File: src/hw/ascr_pkg.sv
package ascr_pkg;

	// Configuration word layout, sent most significant bit first
	typedef struct packed
	{
		logic write_gate;
		logic sequencer_control_bit;
		logic ignored_bit_hi;
		logic [2:0] channel_address;
		logic [1:0] power_mode_bits;
		logic pattern_sel;
		logic ignored_bit_lo;
		logic span_sel;
		logic coding_sel;
	} ascr_cfg_type;

	// Outward view of the applied configuration
	typedef struct packed
	{
		logic [2:0] mux_channel;
		logic [1:0] power_mode;
		logic span_sel;
		logic coding_sel;
		logic seq_active;
	} ascr_status_type;

	typedef enum logic [1:0]
	{
		FR_IDLE = 2'b00,
		FR_SHIFT = 2'b01,
		FR_TAIL = 2'b11
	} ascr_frame_type;

	localparam int CFG_W = 12;
	localparam int SAMPLE_W = 12;
	localparam int FRAME_LEN = 16;
	localparam int FIFO_DEPTH = 32;
	localparam logic [4:0] CAP_EDGES = 5'h0C;
	localparam logic [4:0] MUX_EDGE_IDX = 5'h0D;
	localparam logic [4:0] LAST_EDGE_IDX = 5'h0F;
	localparam logic [4:0] FRAME_EDGES = 5'h10;
	localparam logic [11:0] CFG_RESET = 12'h030;
	localparam logic [1:0] PM_NORMAL = 2'h3;
	localparam logic [1:0] PM_FULL_SD = 2'h2;
	localparam logic [1:0] PM_AUTO_SD = 2'h1;
	localparam logic [1:0] SEQ_NONE = 2'h0;
	localparam logic [1:0] SEQ_LOAD_PAT = 2'h1;
	localparam logic [1:0] SEQ_CONTINUE = 2'h2;
	localparam logic [1:0] SEQ_CONSEC = 2'h3;
	localparam int CLK_PERIOD_NS = 10;
	localparam int WAKE_NS = 1000;
	localparam logic [7:0] WAKE_CYC = 8'((WAKE_NS + CLK_PERIOD_NS - 1) / CLK_PERIOD_NS);

endpackage

File: src/hw/ascr_config_register.sv
// Overview of operation
// - Twelve-bit configuration word, write only, never read back.
// - Host drives serial input; device samples it on falling serial clock.
// - Word shifted in applies to next conversion while result shifts out.
// - Only first twelve falling edges after select falls load the word.
// - Word goes most significant bit first; first bit lands in bit 11.
// - Fixed field layout: gate, sequencer, address, power, pattern, span, coding.
// - Gate bit 1 loads the other eleven bits; 0 keeps word unchanged.
// - Sequencer bit with pattern select picks sequencing and pattern-register load.
// - Channel address taken on fourteenth falling edge; picks next input or sequence end.
// - Output frame carries result's channel address before twelve result bits.
// - Input mux moves to next channel on fourteenth falling edge.
// - Span bit 0 gives twice reference, 1 gives reference, next conversion.
// - Coding bit 0 gives twos complement, 1 straight binary, next conversion.
// - Power-mode bits at positions 5 and 4 choose the power mode.
// - 11 normal, 10 full shutdown, 01 auto shutdown with wake time; no 00.
// - Channel address value equals the selected input channel number.
// - Modes 00 single, 01 pattern load, 10 continue, 11 consecutive from zero.
`timescale 1ns/1ns
`default_nettype none

////////////////////////////////////////////////////////////////////////////////
// Sample buffer between the converter front end and the serial frame
module ascr_fifo #(
	parameter int WIDTH = 12,
	parameter int DEPTH = 32
)(
	input wire logic sys_clk_i,
	input wire logic rst_n_i,
	input wire logic in_valid_i,
	output logic in_ready_o,
	input wire logic [WIDTH-1:0] in_data_i,
	output logic out_valid_o,
	input wire logic out_ready_i,
	output logic [WIDTH-1:0] out_data_o
);
	localparam int AW = $clog2(DEPTH);
	logic [WIDTH-1:0] mem_r [DEPTH];
	logic [AW:0] wr_ptr_r;
	logic [AW:0] rd_ptr_r;
	wire full_w;
	wire empty_w;
	wire push_w;
	wire pop_w;

	// Extra pointer bit tells full from empty
	assign full_w = (wr_ptr_r[AW] != rd_ptr_r[AW]) && (wr_ptr_r[AW-1:0] == rd_ptr_r[AW-1:0]);
	assign empty_w = (wr_ptr_r == rd_ptr_r);
	assign push_w = in_valid_i && !full_w;
	assign pop_w = out_ready_i && !empty_w;
	assign in_ready_o = !full_w;
	assign out_valid_o = !empty_w;
	assign out_data_o = mem_r[rd_ptr_r[AW-1:0]];

	// Storage is not reset; only the pointers carry state
	always_ff @(posedge sys_clk_i)
	begin
		if (push_w)
			mem_r[wr_ptr_r[AW-1:0]] <= in_data_i;
	end

	always_ff @(posedge sys_clk_i)
	begin
		if (!rst_n_i)
		begin
			wr_ptr_r <= '0;
			rd_ptr_r <= '0;
		end
		else
		begin
			wr_ptr_r <= wr_ptr_r + (AW+1)'(push_w);
			rd_ptr_r <= rd_ptr_r + (AW+1)'(pop_w);
		end
	end
endmodule

////////////////////////////////////////////////////////////////////////////////
// Serial configuration word and result frame of the converter
module ascr_config_register #(
	parameter int SAMPLE_W = ascr_pkg::SAMPLE_W,
	parameter int FIFO_DEPTH = ascr_pkg::FIFO_DEPTH
)(
	input wire logic sys_clk_i,
	input wire logic rst_n_i,
	input wire logic sclk_i,
	input wire logic cs_n_i,
	input wire logic din_i,
	output logic dout_o,
	output logic dout_oe_o,
	input wire logic sample_valid_i,
	output logic sample_ready_o,
	input wire logic [SAMPLE_W-1:0] sample_data_i,
	output logic conv_start_o,
	output logic shutdown_o,
	output logic awake_o,
	output ascr_pkg::ascr_status_type status_o
);
	logic [2:0] sync1_r;
	logic [2:0] sync2_r;
	logic sclk_d_r;
	logic cs_n_d_r;
	ascr_pkg::ascr_frame_type state_r;
	logic [4:0] cnt_r;
	logic [11:0] cap_r;
	logic [15:0] sh_r;
	logic [15:0] frame_r;
	ascr_pkg::ascr_cfg_type cfg_r;
	logic pat_load_r;
	logic seq_on_r;
	logic seq_pat_r;
	logic [2:0] seq_last_r;
	logic [3:0] pos_r;
	logic [15:0] pattern_r;
	logic [2:0] mux_r;
	logic shutdown_r;
	logic [7:0] wake_cnt_r;
	wire sclk_s;
	wire cs_n_s;
	wire din_s;
	wire cs_fall_w;
	wire cs_rise_w;
	wire fall_w;
	wire mux_evt_w;
	wire commit_w;
	wire [1:0] mode_w;
	wire [15:0] prov_pat_w;
	wire [4:0] pat_adv_w;
	wire [4:0] pat_first_w;
	wire [2:0] consec_next_w;
	wire fifo_valid_w;
	wire [SAMPLE_W-1:0] fifo_data_w;
	wire [SAMPLE_W-1:0] coded_w;
	ascr_pkg::ascr_cfg_type cap_cfg_w;

	// Next set position after 'from' in a pattern; position i maps to bit 15-i
	function automatic logic [4:0] next_pos(input logic [15:0] pat, input logic [3:0] from);
		logic [4:0] res;
		logic [3:0] idx;
		res = 5'h00;
		for (int i = 16; i >= 1; i--)
		begin
			idx = from + 4'(i);
			if (pat[4'hF - idx])
				res = {1'b1, idx};
		end
		return res;
	endfunction

	////////////////////////////////////////////////////////////////////////////
	// Pin synchronisers: sclk, cs_n, din pass two flops, edges found on stage two
	always_ff @(posedge sys_clk_i)
	begin
		if (!rst_n_i)
		begin
			sync1_r <= 3'h3;
			sync2_r <= 3'h3;
			sclk_d_r <= 1'b1;
			cs_n_d_r <= 1'b1;
		end
		else
		begin
			sync1_r <= {din_i, cs_n_i, sclk_i};
			sync2_r <= sync1_r;
			sclk_d_r <= sclk_s;
			cs_n_d_r <= cs_n_s;
		end
	end

	assign sclk_s = sync2_r[0];
	assign cs_n_s = sync2_r[1];
	assign din_s = sync2_r[2];
	assign cs_fall_w = cs_n_d_r && !cs_n_s;
	assign cs_rise_w = !cs_n_d_r && cs_n_s;
	// Serial input is sampled on the falling clock edge only inside a frame
	assign fall_w = sclk_d_r && !sclk_s && (state_r == ascr_pkg::FR_SHIFT);
	assign mux_evt_w = fall_w && (cnt_r == ascr_pkg::MUX_EDGE_IDX);
	assign commit_w = fall_w && (cnt_r == ascr_pkg::LAST_EDGE_IDX);

	////////////////////////////////////////////////////////////////////////////
	// Frame state and falling-edge counter; a short frame commits nothing
	always_ff @(posedge sys_clk_i)
	begin
		if (!rst_n_i)
		begin
			state_r <= ascr_pkg::FR_IDLE;
			cnt_r <= 5'h00;
		end
		else if (cs_fall_w)
		begin
			state_r <= ascr_pkg::FR_SHIFT;
			cnt_r <= 5'h00;
		end
		else if (cs_rise_w)
			state_r <= ascr_pkg::FR_IDLE;
		else if (fall_w)
		begin
			cnt_r <= cnt_r + 5'h01;
			if (cnt_r == ascr_pkg::LAST_EDGE_IDX)
				state_r <= ascr_pkg::FR_TAIL;
		end
	end

	// Capture shifts from the low end, so the first bit ends up in bit 11
	always_ff @(posedge sys_clk_i)
	begin
		if (!rst_n_i)
		begin
			cap_r <= 12'h000;
			sh_r <= 16'h0000;
		end
		else if (fall_w)
		begin
			if (cnt_r < ascr_pkg::CAP_EDGES)
				cap_r <= {cap_r[10:0], din_s};
			sh_r <= {sh_r[14:0], din_s};
		end
	end

	assign cap_cfg_w = cap_r;
	assign mode_w = {cap_cfg_w.sequencer_control_bit, cap_cfg_w.pattern_sel};

	////////////////////////////////////////////////////////////////////////////
	// Applied word: loaded at conversion end only when the gate bit is set
	always_ff @(posedge sys_clk_i)
	begin
		if (!rst_n_i)
		begin
			cfg_r <= ascr_pkg::CFG_RESET;
			pat_load_r <= 1'b0;
		end
		else if (commit_w)
		begin
			if (pat_load_r)
				pat_load_r <= 1'b0;
			else if (cap_cfg_w.write_gate)
			begin
				cfg_r <= cap_cfg_w;
				pat_load_r <= (mode_w == ascr_pkg::SEQ_LOAD_PAT);
			end
		end
	end

	////////////////////////////////////////////////////////////////////////////
	// Sequencer: the pattern transfer is still two bits short on the 14th edge,
	// so the mux is steered from a provisional copy and the full one lands later
	// The 14th bit is still on the synchronised line, not yet in the shifter
	assign prov_pat_w = {sh_r[12:0], din_s, 2'b00};
	assign pat_first_w = next_pos(prov_pat_w, 4'hF);
	assign pat_adv_w = next_pos(pattern_r, pos_r);
	assign consec_next_w = (mux_r == seq_last_r) ? 3'h0 : mux_r + 3'h1;

	always_ff @(posedge sys_clk_i)
	begin
		if (!rst_n_i)
		begin
			seq_on_r <= 1'b0;
			seq_pat_r <= 1'b0;
			seq_last_r <= 3'h0;
			pos_r <= 4'h0;
			pattern_r <= 16'h0000;
			mux_r <= 3'h0;
		end
		else if (commit_w && pat_load_r)
			pattern_r <= {sh_r[14:0], din_s};
		else if (mux_evt_w)
		begin
			if (pat_load_r)
			begin
				pattern_r <= prov_pat_w;
				seq_on_r <= pat_first_w[4];
				seq_pat_r <= 1'b1;
				pos_r <= pat_first_w[3:0];
				if (pat_first_w[4])
					mux_r <= pat_first_w[2:0];
			end
			else if (cap_cfg_w.write_gate && (mode_w != ascr_pkg::SEQ_CONTINUE || !seq_on_r))
			begin
				// Address value is the channel number itself
				seq_on_r <= (mode_w == ascr_pkg::SEQ_CONSEC);
				seq_pat_r <= 1'b0;
				seq_last_r <= cap_cfg_w.channel_address;
				mux_r <= (mode_w == ascr_pkg::SEQ_CONSEC) ? 3'h0 : cap_cfg_w.channel_address;
			end
			else if (seq_on_r && seq_pat_r)
			begin
				pos_r <= pat_adv_w[3:0];
				mux_r <= pat_adv_w[2:0];
			end
			else if (seq_on_r)
				mux_r <= consec_next_w;
		end
	end

	////////////////////////////////////////////////////////////////////////////
	// Result frame: one zero, three address bits, twelve result bits
	ascr_fifo #(
		.WIDTH(SAMPLE_W),
		.DEPTH(FIFO_DEPTH)
	) u_fifo (
		.sys_clk_i(sys_clk_i),
		.rst_n_i(rst_n_i),
		.in_valid_i(sample_valid_i),
		.in_ready_o(sample_ready_o),
		.in_data_i(sample_data_i),
		.out_valid_o(fifo_valid_w),
		.out_ready_i(cs_fall_w),
		.out_data_o(fifo_data_w)
	);

	// Front end delivers straight binary; an empty buffer yields a zero code
	assign coded_w = cfg_r.coding_sel ? fifo_data_w : {~fifo_data_w[SAMPLE_W-1], fifo_data_w[SAMPLE_W-2:0]};

	always_ff @(posedge sys_clk_i)
	begin
		if (!rst_n_i)
			frame_r <= 16'h0000;
		else if (cs_fall_w)
			frame_r <= fifo_valid_w ? {1'b0, mux_r, coded_w} : {1'b0, mux_r, 12'h000};
		else if (fall_w)
			frame_r <= {frame_r[14:0], 1'b0};
	end

	assign dout_o = frame_r[15];
	assign dout_oe_o = (state_r != ascr_pkg::FR_IDLE);
	assign conv_start_o = cs_fall_w;

	////////////////////////////////////////////////////////////////////////////
	// Power modes; auto shutdown drops after each conversion, wakes on select
	always_ff @(posedge sys_clk_i)
	begin
		if (!rst_n_i)
		begin
			shutdown_r <= 1'b0;
			wake_cnt_r <= 8'h00;
		end
		else
		begin
			if (cfg_r.power_mode_bits == ascr_pkg::PM_FULL_SD)
				shutdown_r <= 1'b1;
			else if (cfg_r.power_mode_bits != ascr_pkg::PM_AUTO_SD)
				shutdown_r <= 1'b0;
			else if (cs_fall_w)
				shutdown_r <= 1'b0;
			else if (commit_w)
				shutdown_r <= 1'b1;
			if (shutdown_r)
				wake_cnt_r <= ascr_pkg::WAKE_CYC;
			else if (wake_cnt_r != 8'h00)
				wake_cnt_r <= wake_cnt_r - 8'h01;
		end
	end

	assign shutdown_o = shutdown_r;
	assign awake_o = !shutdown_r && (wake_cnt_r == 8'h00);
	// Span and coding reach the analog side only through the applied word
	assign status_o = {mux_r, cfg_r.power_mode_bits, cfg_r.span_sel, cfg_r.coding_sel, seq_on_r};
endmodule

`default_nettype wire

File: config.mk
export PLATFORM = sky130hd
export DESIGN_NAME = ascr_config_register
export DESIGN_NICKNAME = d
export VERILOG_FILES = /design/src/hw/ascr_pkg.sv /design/src/hw/ascr_config_register.sv
export SDC_FILE = /design/constraint.sdc
export NUM_CORES = 1
export LEC_CHECK = 0
export BUFFER_PORTS_ARGS = -buffer_cell sky130_fd_sc_hd__buf_2
export CORE_MARGIN = 3
export CORE_UTILIZATION = 40
export CTS_BUF_LIST = sky130_fd_sc_hd__clkbuf_8
export DETAILED_ROUTE_END_ITERATION = 10
export HOLD_SLACK_MARGIN = 0.06
export SLEW_MARGIN = 15
export SYNTH_ARGS = -nofsm -noshare
export SYNTH_HDL_FRONTEND = slang
export SYNTH_HIERARCHICAL = 1
export SYNTH_SLANG_ARGS = --single-unit
File: constraint.sdc
create_clock -name sys_clk_i -period 8.25 [get_ports sys_clk_i]
set_input_delay 0.4125 -clock sys_clk_i [delete_from_list [all_inputs] [get_ports sys_clk_i]]
set_output_delay 0.4125 -clock sys_clk_i [all_outputs]
set_load 0.05 [all_outputs]
-- Word level (Yosys, flattened, before mapping)
Memory sizes are Yosys's and may differ from the RTL's. A register that Yosys moved wholly into a read port is not among the register bits.
Index checks and enable logic that the tools add are counted.
- register bits: 112
- bits in latches: 0
- RAM bits: 384
- ROM bits: 0
- input bits: 18
- memories: 1
- memories (memory ; words ; bits a word ; rd ports ; clocked after memory_dff ; wr ports ; RTL line ; source):
    u_fifo.mem_r ; 32 ; 12 ; 1 ; 1 ; 1 ; ascr_config_register.sv:38 ; logic [WIDTH-1:0] mem_r [DEPTH];
- add/sub/neg operators: 36
- multiply operators: 0
- divide/modulo/power cells: 0
- magnitude comparators: 17
- eq/ne operators: 15
- shifts and indexed selects: 0
- mux-type cells: 98
- bitwise operators: 5
- reductions and logical operators: 48
- operator list (kind ; number):
    4-bit by 5-bit < comparator with 1-bit output, second input constant ; 16
    16-bit 2-to-1 mux ; 5
    4-bit 2-to-1 mux ; 19
    5-bit 2-to-1 mux ; 15
    1-bit binary-select mux with 4-bit select ; 16
    4-bit subtractor, first input constant ; 16
    4-bit adder, second input constant ; 8
    1-bit 2-to-1 mux ; 32
    12-bit 2-to-1 mux ; 2
    3-bit 2-to-1 mux ; 7
    17-bit by 2-bit inequality test with 1-bit output, second input constant ; 1
    4-bit by 3-bit adder with 4-bit output, second input constant ; 4
    7-bit 2-to-1 mux ; 2
    2-bit nonzero test ; 7
    1-bit logical AND ; 13
    6-bit by 1-bit adder with 6-bit output ; 2
    4-bit AND reduction ; 3
    5-bit by 4-bit equality test with 1-bit output, second input constant ; 2
    2-bit AND reduction ; 5
    4-bit by 2-bit adder with 4-bit output, second input constant ; 2
    8-bit zero test ; 1
    4-bit nonzero test ; 2
    8-bit nonzero test ; 1
    8-bit by 1-bit subtractor with 8-bit output, second input constant ; 1
    other kinds (20) ; 37

-- Depth between registers and ports, before layout
- depth in word-level cells: 22
- depth in mapped cells: 14

-- Hierarchy
Netlist, hierarchy kept.
- modules (own cells, without submodules) (module ; times used ; cells each ; area an instance (um^2) ; seq. area each (um^2)):
    ascr_fifo ; 1 ; 742 ; 15419.8 ; 11771.3
    ascr_config_register ; 1 ; 776 ; 6635.1 ; 2001.9

-- Least setup slack after synthesis
No wires, ideal clock.
- path kind: register to register
- from: register pos_r[1]
- to: register mux_r[0]
- arrival: 3859 ps
- data required time: 8116 ps
- slack: 4256 ps
- stages on the path, launching flop included: 14
- clock period less this slack: 3994 ps
- cells stage by stage: dfxtp_1 > buf_2 > buf_2 > clkbuf_1 > inv_1 > ha_1 > clkbuf_1 > mux4_2 > mux2i_1 > mux2i_1 > o211a_1 > o41a_1 > a2111oi_4 > a211oi_1
- cells in the longest elaborated chain, start to end: 22
- RTL lines (what ; RTL line ; source):
    start, declared ; ascr_config_register.sv:112 ; logic [3:0] pos_r;
    start signal, assigned ; ascr_config_register.sv:272 ; pos_r <= pat_first_w[3:0];
    start signal, assigned ; ascr_config_register.sv:286 ; pos_r <= pat_adv_w[3:0];
    4-bit adder or 4-bit subtractor (tied branches) ; ascr_config_register.sv:142, ascr_config_register.sv:143 ;
    4-bit subtractor or 1-bit binary-select mux with 4-bit select (tied branches) ; ascr_config_register.sv:143 ; if (pat[4'hF - idx])
    1-bit binary-select mux with 4-bit select or 1-bit 2-to-1 mux (tied branches) ; ascr_config_register.sv:143 ;
    1-bit 2-to-1 mux (implied by the code) or 4-bit 2-to-1 mux (tied branches) ; ascr_config_register.sv:143 ;
    4-bit 2-to-1 mux (14 in a row) ; ascr_config_register.sv:143 ;
    4-bit 2-to-1 mux * ; ascr_config_register.sv:143 ;
    3-bit 2-to-1 mux * ; ascr_config_register.sv:284 ; else if (seq_on_r && seq_pat_r)
    3-bit 2-to-1 mux * ; ascr_config_register.sv:276 ; else if (cap_cfg_w.write_gate && (mode_w != ascr_pkg::SEQ_CONTINUE || !seq_on_r))
    3-bit 2-to-1 mux * ; ascr_config_register.sv:267 ; if (pat_load_r)
    end signal, assigned ; ascr_config_register.sv:274 ; mux_r <= pat_first_w[2:0];
    end signal, assigned ; ascr_config_register.sv:282 ; mux_r <= (mode_w == ascr_pkg::SEQ_CONSEC) ? 3'h0 : cap_cfg_w.channel_address;
    end signal, assigned ; ascr_config_register.sv:287 ; mux_r <= pat_adv_w[2:0];
    end, declared ; ascr_config_register.sv:114 ; logic [2:0] mux_r;
Every way passes the cells marked *; elsewhere a longest branch is shown, timed or not. The select of a mux whose other input is x is not followed.
A chain may end at the register's enable or synchronous reset.

-- Worst setup path after layout
- from: register pos_r[0]
- to: register pos_r[0]
- cells in the longest elaborated chain, start to end: 22
- RTL lines (what ; RTL line):
    4-bit adder or 4-bit subtractor (tied branches) ; ascr_config_register.sv:142, ascr_config_register.sv:143
    4-bit subtractor or 1-bit binary-select mux with 4-bit select (tied branches) ; ascr_config_register.sv:143
    1-bit binary-select mux with 4-bit select or 1-bit 2-to-1 mux (tied branches) ; ascr_config_register.sv:143
    1-bit 2-to-1 mux (implied by the code) or 4-bit 2-to-1 mux (tied branches) ; ascr_config_register.sv:143
    4-bit 2-to-1 mux (14 in a row) ; ascr_config_register.sv:143
    4-bit 2-to-1 mux * ; ascr_config_register.sv:143
    4-bit 2-to-1 mux * ; ascr_config_register.sv:284
    4-bit 2-to-1 mux * ; ascr_config_register.sv:276
    4-bit 2-to-1 mux * ; ascr_config_register.sv:267
Marks and branches as above.

==> flow_summary.json <==
{
  "outcome": "finished, final reports clean",
  "detail_route.vias_per_cell": 5.74,
  "dp_slack_ps": 4210,
  "clock.fmax_ghz": 0.242,
  "drv_slew": 0,
  "skew_ps": 27.2,
  "cts_tree": "done",
  "grt_antenna_before_repair": 2,
  "p_total_mw": 4.88,
  "vias": 13400,
  "fin_crit_sh": 0.500,
  "htreeDepth": 3,
  "syn_to_final_growth_pct": 11.2,
  "utilization": 0.453,
  "synthMuxAreaShare": 0.162,
  "drc_errors": 0,
  "swShare": 0.227,
  "hold_viol": 0,
  "crit_arrival_ps": 4660,
  "yosys.cell_count.top_type": "edfxtp_1",
  "tightest_slew_ps": 1140,
  "p_switching_mw": 1.11,
  "ant_nets": 0,
  "synth-xor-area-share": 0.0151,
  "portBuffers": 31,
  "synth_top_family_by_area": "multiplexers",
  "synth_largest_area_cell": "edfxtp_1",
  "netlist_top_cells_area": "edfxtp_1 (52%), mux4_2 (11%), dfxtp_1 (10%)",
  "die_x_um": 241,
  "holdBufCountCts": 3,
  "synth_seq_cells": 496,
  "cp-start-kind": "register",
  "drive_gt1_frac": 0.212,
  "track_usage": 0.185,
  "multi_input_area_mm2": 0.00784,
  "peakVddDrop_uv": 140,
  "hpwl_mm": 33.2,
  "final-seq-area_mm2": 0.0138,
  "path_max_fanout": 30,
  "num_rows": 85,
  "root_buffer": "clkbuf_8",
  "initial_core_util": 0.407,
  "post-cts-setup-buffer-count": 0,
  "power_frac_seq": 0.563,
  "num_io_pins": 32,
  "max_slew_margin": 0.235,
  "yosysTopAreaCellShare": 0.523,
  "p_leak_nw": 7.99,
  "hold_path_class": "in2reg",
  "synthCells": 1518,
  "synth-simple-area-share": 0.0757,
  "clk_latency_ps": 630,
  "coreArea_mm2": 0.0541,
  "grt_first_pass_wirelength_mm": 81.8,
  "grt_remaining_overflow": 0,
  "drt_iter0_drc": 1256,
  "synth_compound_gate_area_share": 0.0850,
  "finalSetupTns_ps": 0,
  "grt_max_degree": 84,
  "synth_fa_ha_area_frac": 0.0108,
  "routedWlPerCell_um": 22.8,
  "ys.warnings.count": 6,
  "rsz0062_at_grt": "no",
  "nets": 1619,
  "fill_cells": 4755,
  "syn-num-nets": 1555,
  "crit_type": "reg2reg",
  "fin_ws_ps": 4130,
  "cts_inserted_buffers": 76,
  "p_comb_frac": 0.053,
  "worstPathRequired_ps": 8780,
  "routabilityCongestion": 0.848,
  "synth_edf_count": 384,
  "fin_crit_ps": 4120,
  "clock_sinks": 496,
  "die_h_um": 241,
  "holdWs_ps": 268,
  "power.density_mw_per_mm2": 199,
  "drv_cap": 0,
  "yosysSeqAreaShare": 0.624,
  "end_kind": "register",
  "synth_area_mm2": 0.0221,
  "p_int_mw": 3.77,
  "synth_flop_cell": "edfxtp_1",
  "cts.path.max_buffers": 3,
  "synth_area_per_cell_um2": 14.5,
  "ys_async_sr_fraction": 0,
  "grt_pass1_vias": 13300,
  "setup_viol": 0,
  "ys_types": 74,
  "clk_pin_slew_ps": 60,
  "dieArea_mm2": 0.0580,
  "dr.pass1.iters": 5,
  "drt-total-wl_mm": 53.3,
  "clockPowerShare": 0.385,
  "cts_resized": 0,
  "synth_common_cells": "edfxtp_1 (384), nand2_1 (114), dfxtp_1 (112)"
}
-- final timing paths --
check,slack [ps],depth (start not counted),endpoint,start
worst max-delay path,4130,11,pos_r[0],pos_r[0]
worst min-delay path,270,2,status_o[4],rst_n_i
worst max register to register,4130,11,pos_r[0],pos_r[0]
worst min register to register,410,1,sync2_r[0],sync1_r[0]
-- state kept, by name, summed over array words and instances, names as in the netlist, 2 cells and up --
| register | flops |
|---|---|
| pattern_r | 16 |
| cnt_r | 5 |
| frame_r | 16 |
| sh_r | 15 |
| seq_last_r | 3 |
| pos_r | 4 |
| mux_r | 3 |
| state_r | 2 |
| status_o | 4 |
| cap_cfg_w | 12 |
| sync1_r | 3 |
| u_fifo/rd_ptr_r | 6 |
| u_fifo/mem_r | 384 |
| sync2_r | 3 |
| wake_cnt_r | 8 |
| u_fifo/wr_ptr_r | 6 |
-- critical path, stage by stage (launching register included) --
cell      delay (ps)
dfxtp_1          310
buf_4            390
inv_2            200
ha_1             700
mux4_2           470
mux2i_1          370
mux2i_1          360
or3_1            460
nand2b_4         150
a311oi_2         270
nor3_1            80
a211oi_1         270
-- cells in the final DEF (no fill, tap or decap), drive strengths merged, types with 5 or more instances in the layout --
master | Yosys | layout
edfxtp | 384 | 384
nand2 | 114 | 114
dfxtp | 112 | 112
mux4 | 107 | 107
nor2 | 102 | 102
mux2i | 102 | 102
a21oi | 89 | 89
clkbuf | 44 | 86
buf | 46 | 74
inv | 25 | 64
nor3 | 45 | 45
o21ai | 29 | 29
a211oi | 25 | 25
xnor2 | 21 | 21
and2 | 19 | 19
a22oi | 19 | 19
ha | 19 | 19
xor2 | 17 | 17
nand3 | 16 | 16
o22ai | 16 | 16
nand2b | 14 | 14
mux2 | 13 | 13
o221ai | 13 | 13
a22o | 12 | 12
a2111oi | 12 | 12
a31oi | 11 | 11
clkinv | 0 | 10
nor2b | 8 | 8
a311oi | 7 | 7
or3 | 6 | 6
and3 | 5 | 5
nor4 | 5 | 5
nand3b | 5 | 5
-- power by group through the flow --
stage	Sequential [mW]	Clock, mW	Combinational (mW)
floorplan	2.79	0	0.181
global placement	2.80	0	0.251
detailed placement	2.80	0	0.260
CTS	2.75	1.93	0.262
global route	2.75	2.04	0.281
finish	2.75	1.88	0.256
-- metal layers --
metal  vias up  track usage  routed length, um
met4         0       0.0574               1190
met2       362        0.299              25800
met5         -            0                  0
met1      6924        0.260              23800
met3        77       0.0272               2420
li1       6073            -                  -
-- kinds of logic (layout without fill, tap and decap cells) --
group                      Yosys count  in the layout
other                                0              1
AOI/OAI and AO/OA                  269            269
DFF                                496            496
buffers and inverters              116            241
adders and majority gates           19             19
and+or+nand+nor                    358            358
xor gates and xnor gates            38             38
muxes                              222            222
-- cell type report --
cell class	instances	area share
diodes	1	0.000102
clock buffers	86	0.0483
clock inverters	53	0.00914
inverters	25	0.00383
multi-input cells	906	0.320
flip-flops and latches	496	0.562
well taps	696	0.0355
repair buffers	77	0.0212
-- per-stage QoR --
stage / instance area (um^2) / std cells
floorplan: 22100 / 1518
global placement: 23100 / 2197
detailed placement: 23100 / 2197
CTS: 24500 / 2339
global route: 24500 / 2340
finish: 24500 / 2340
No activity file was read; power rests on OpenSTA's default activity.
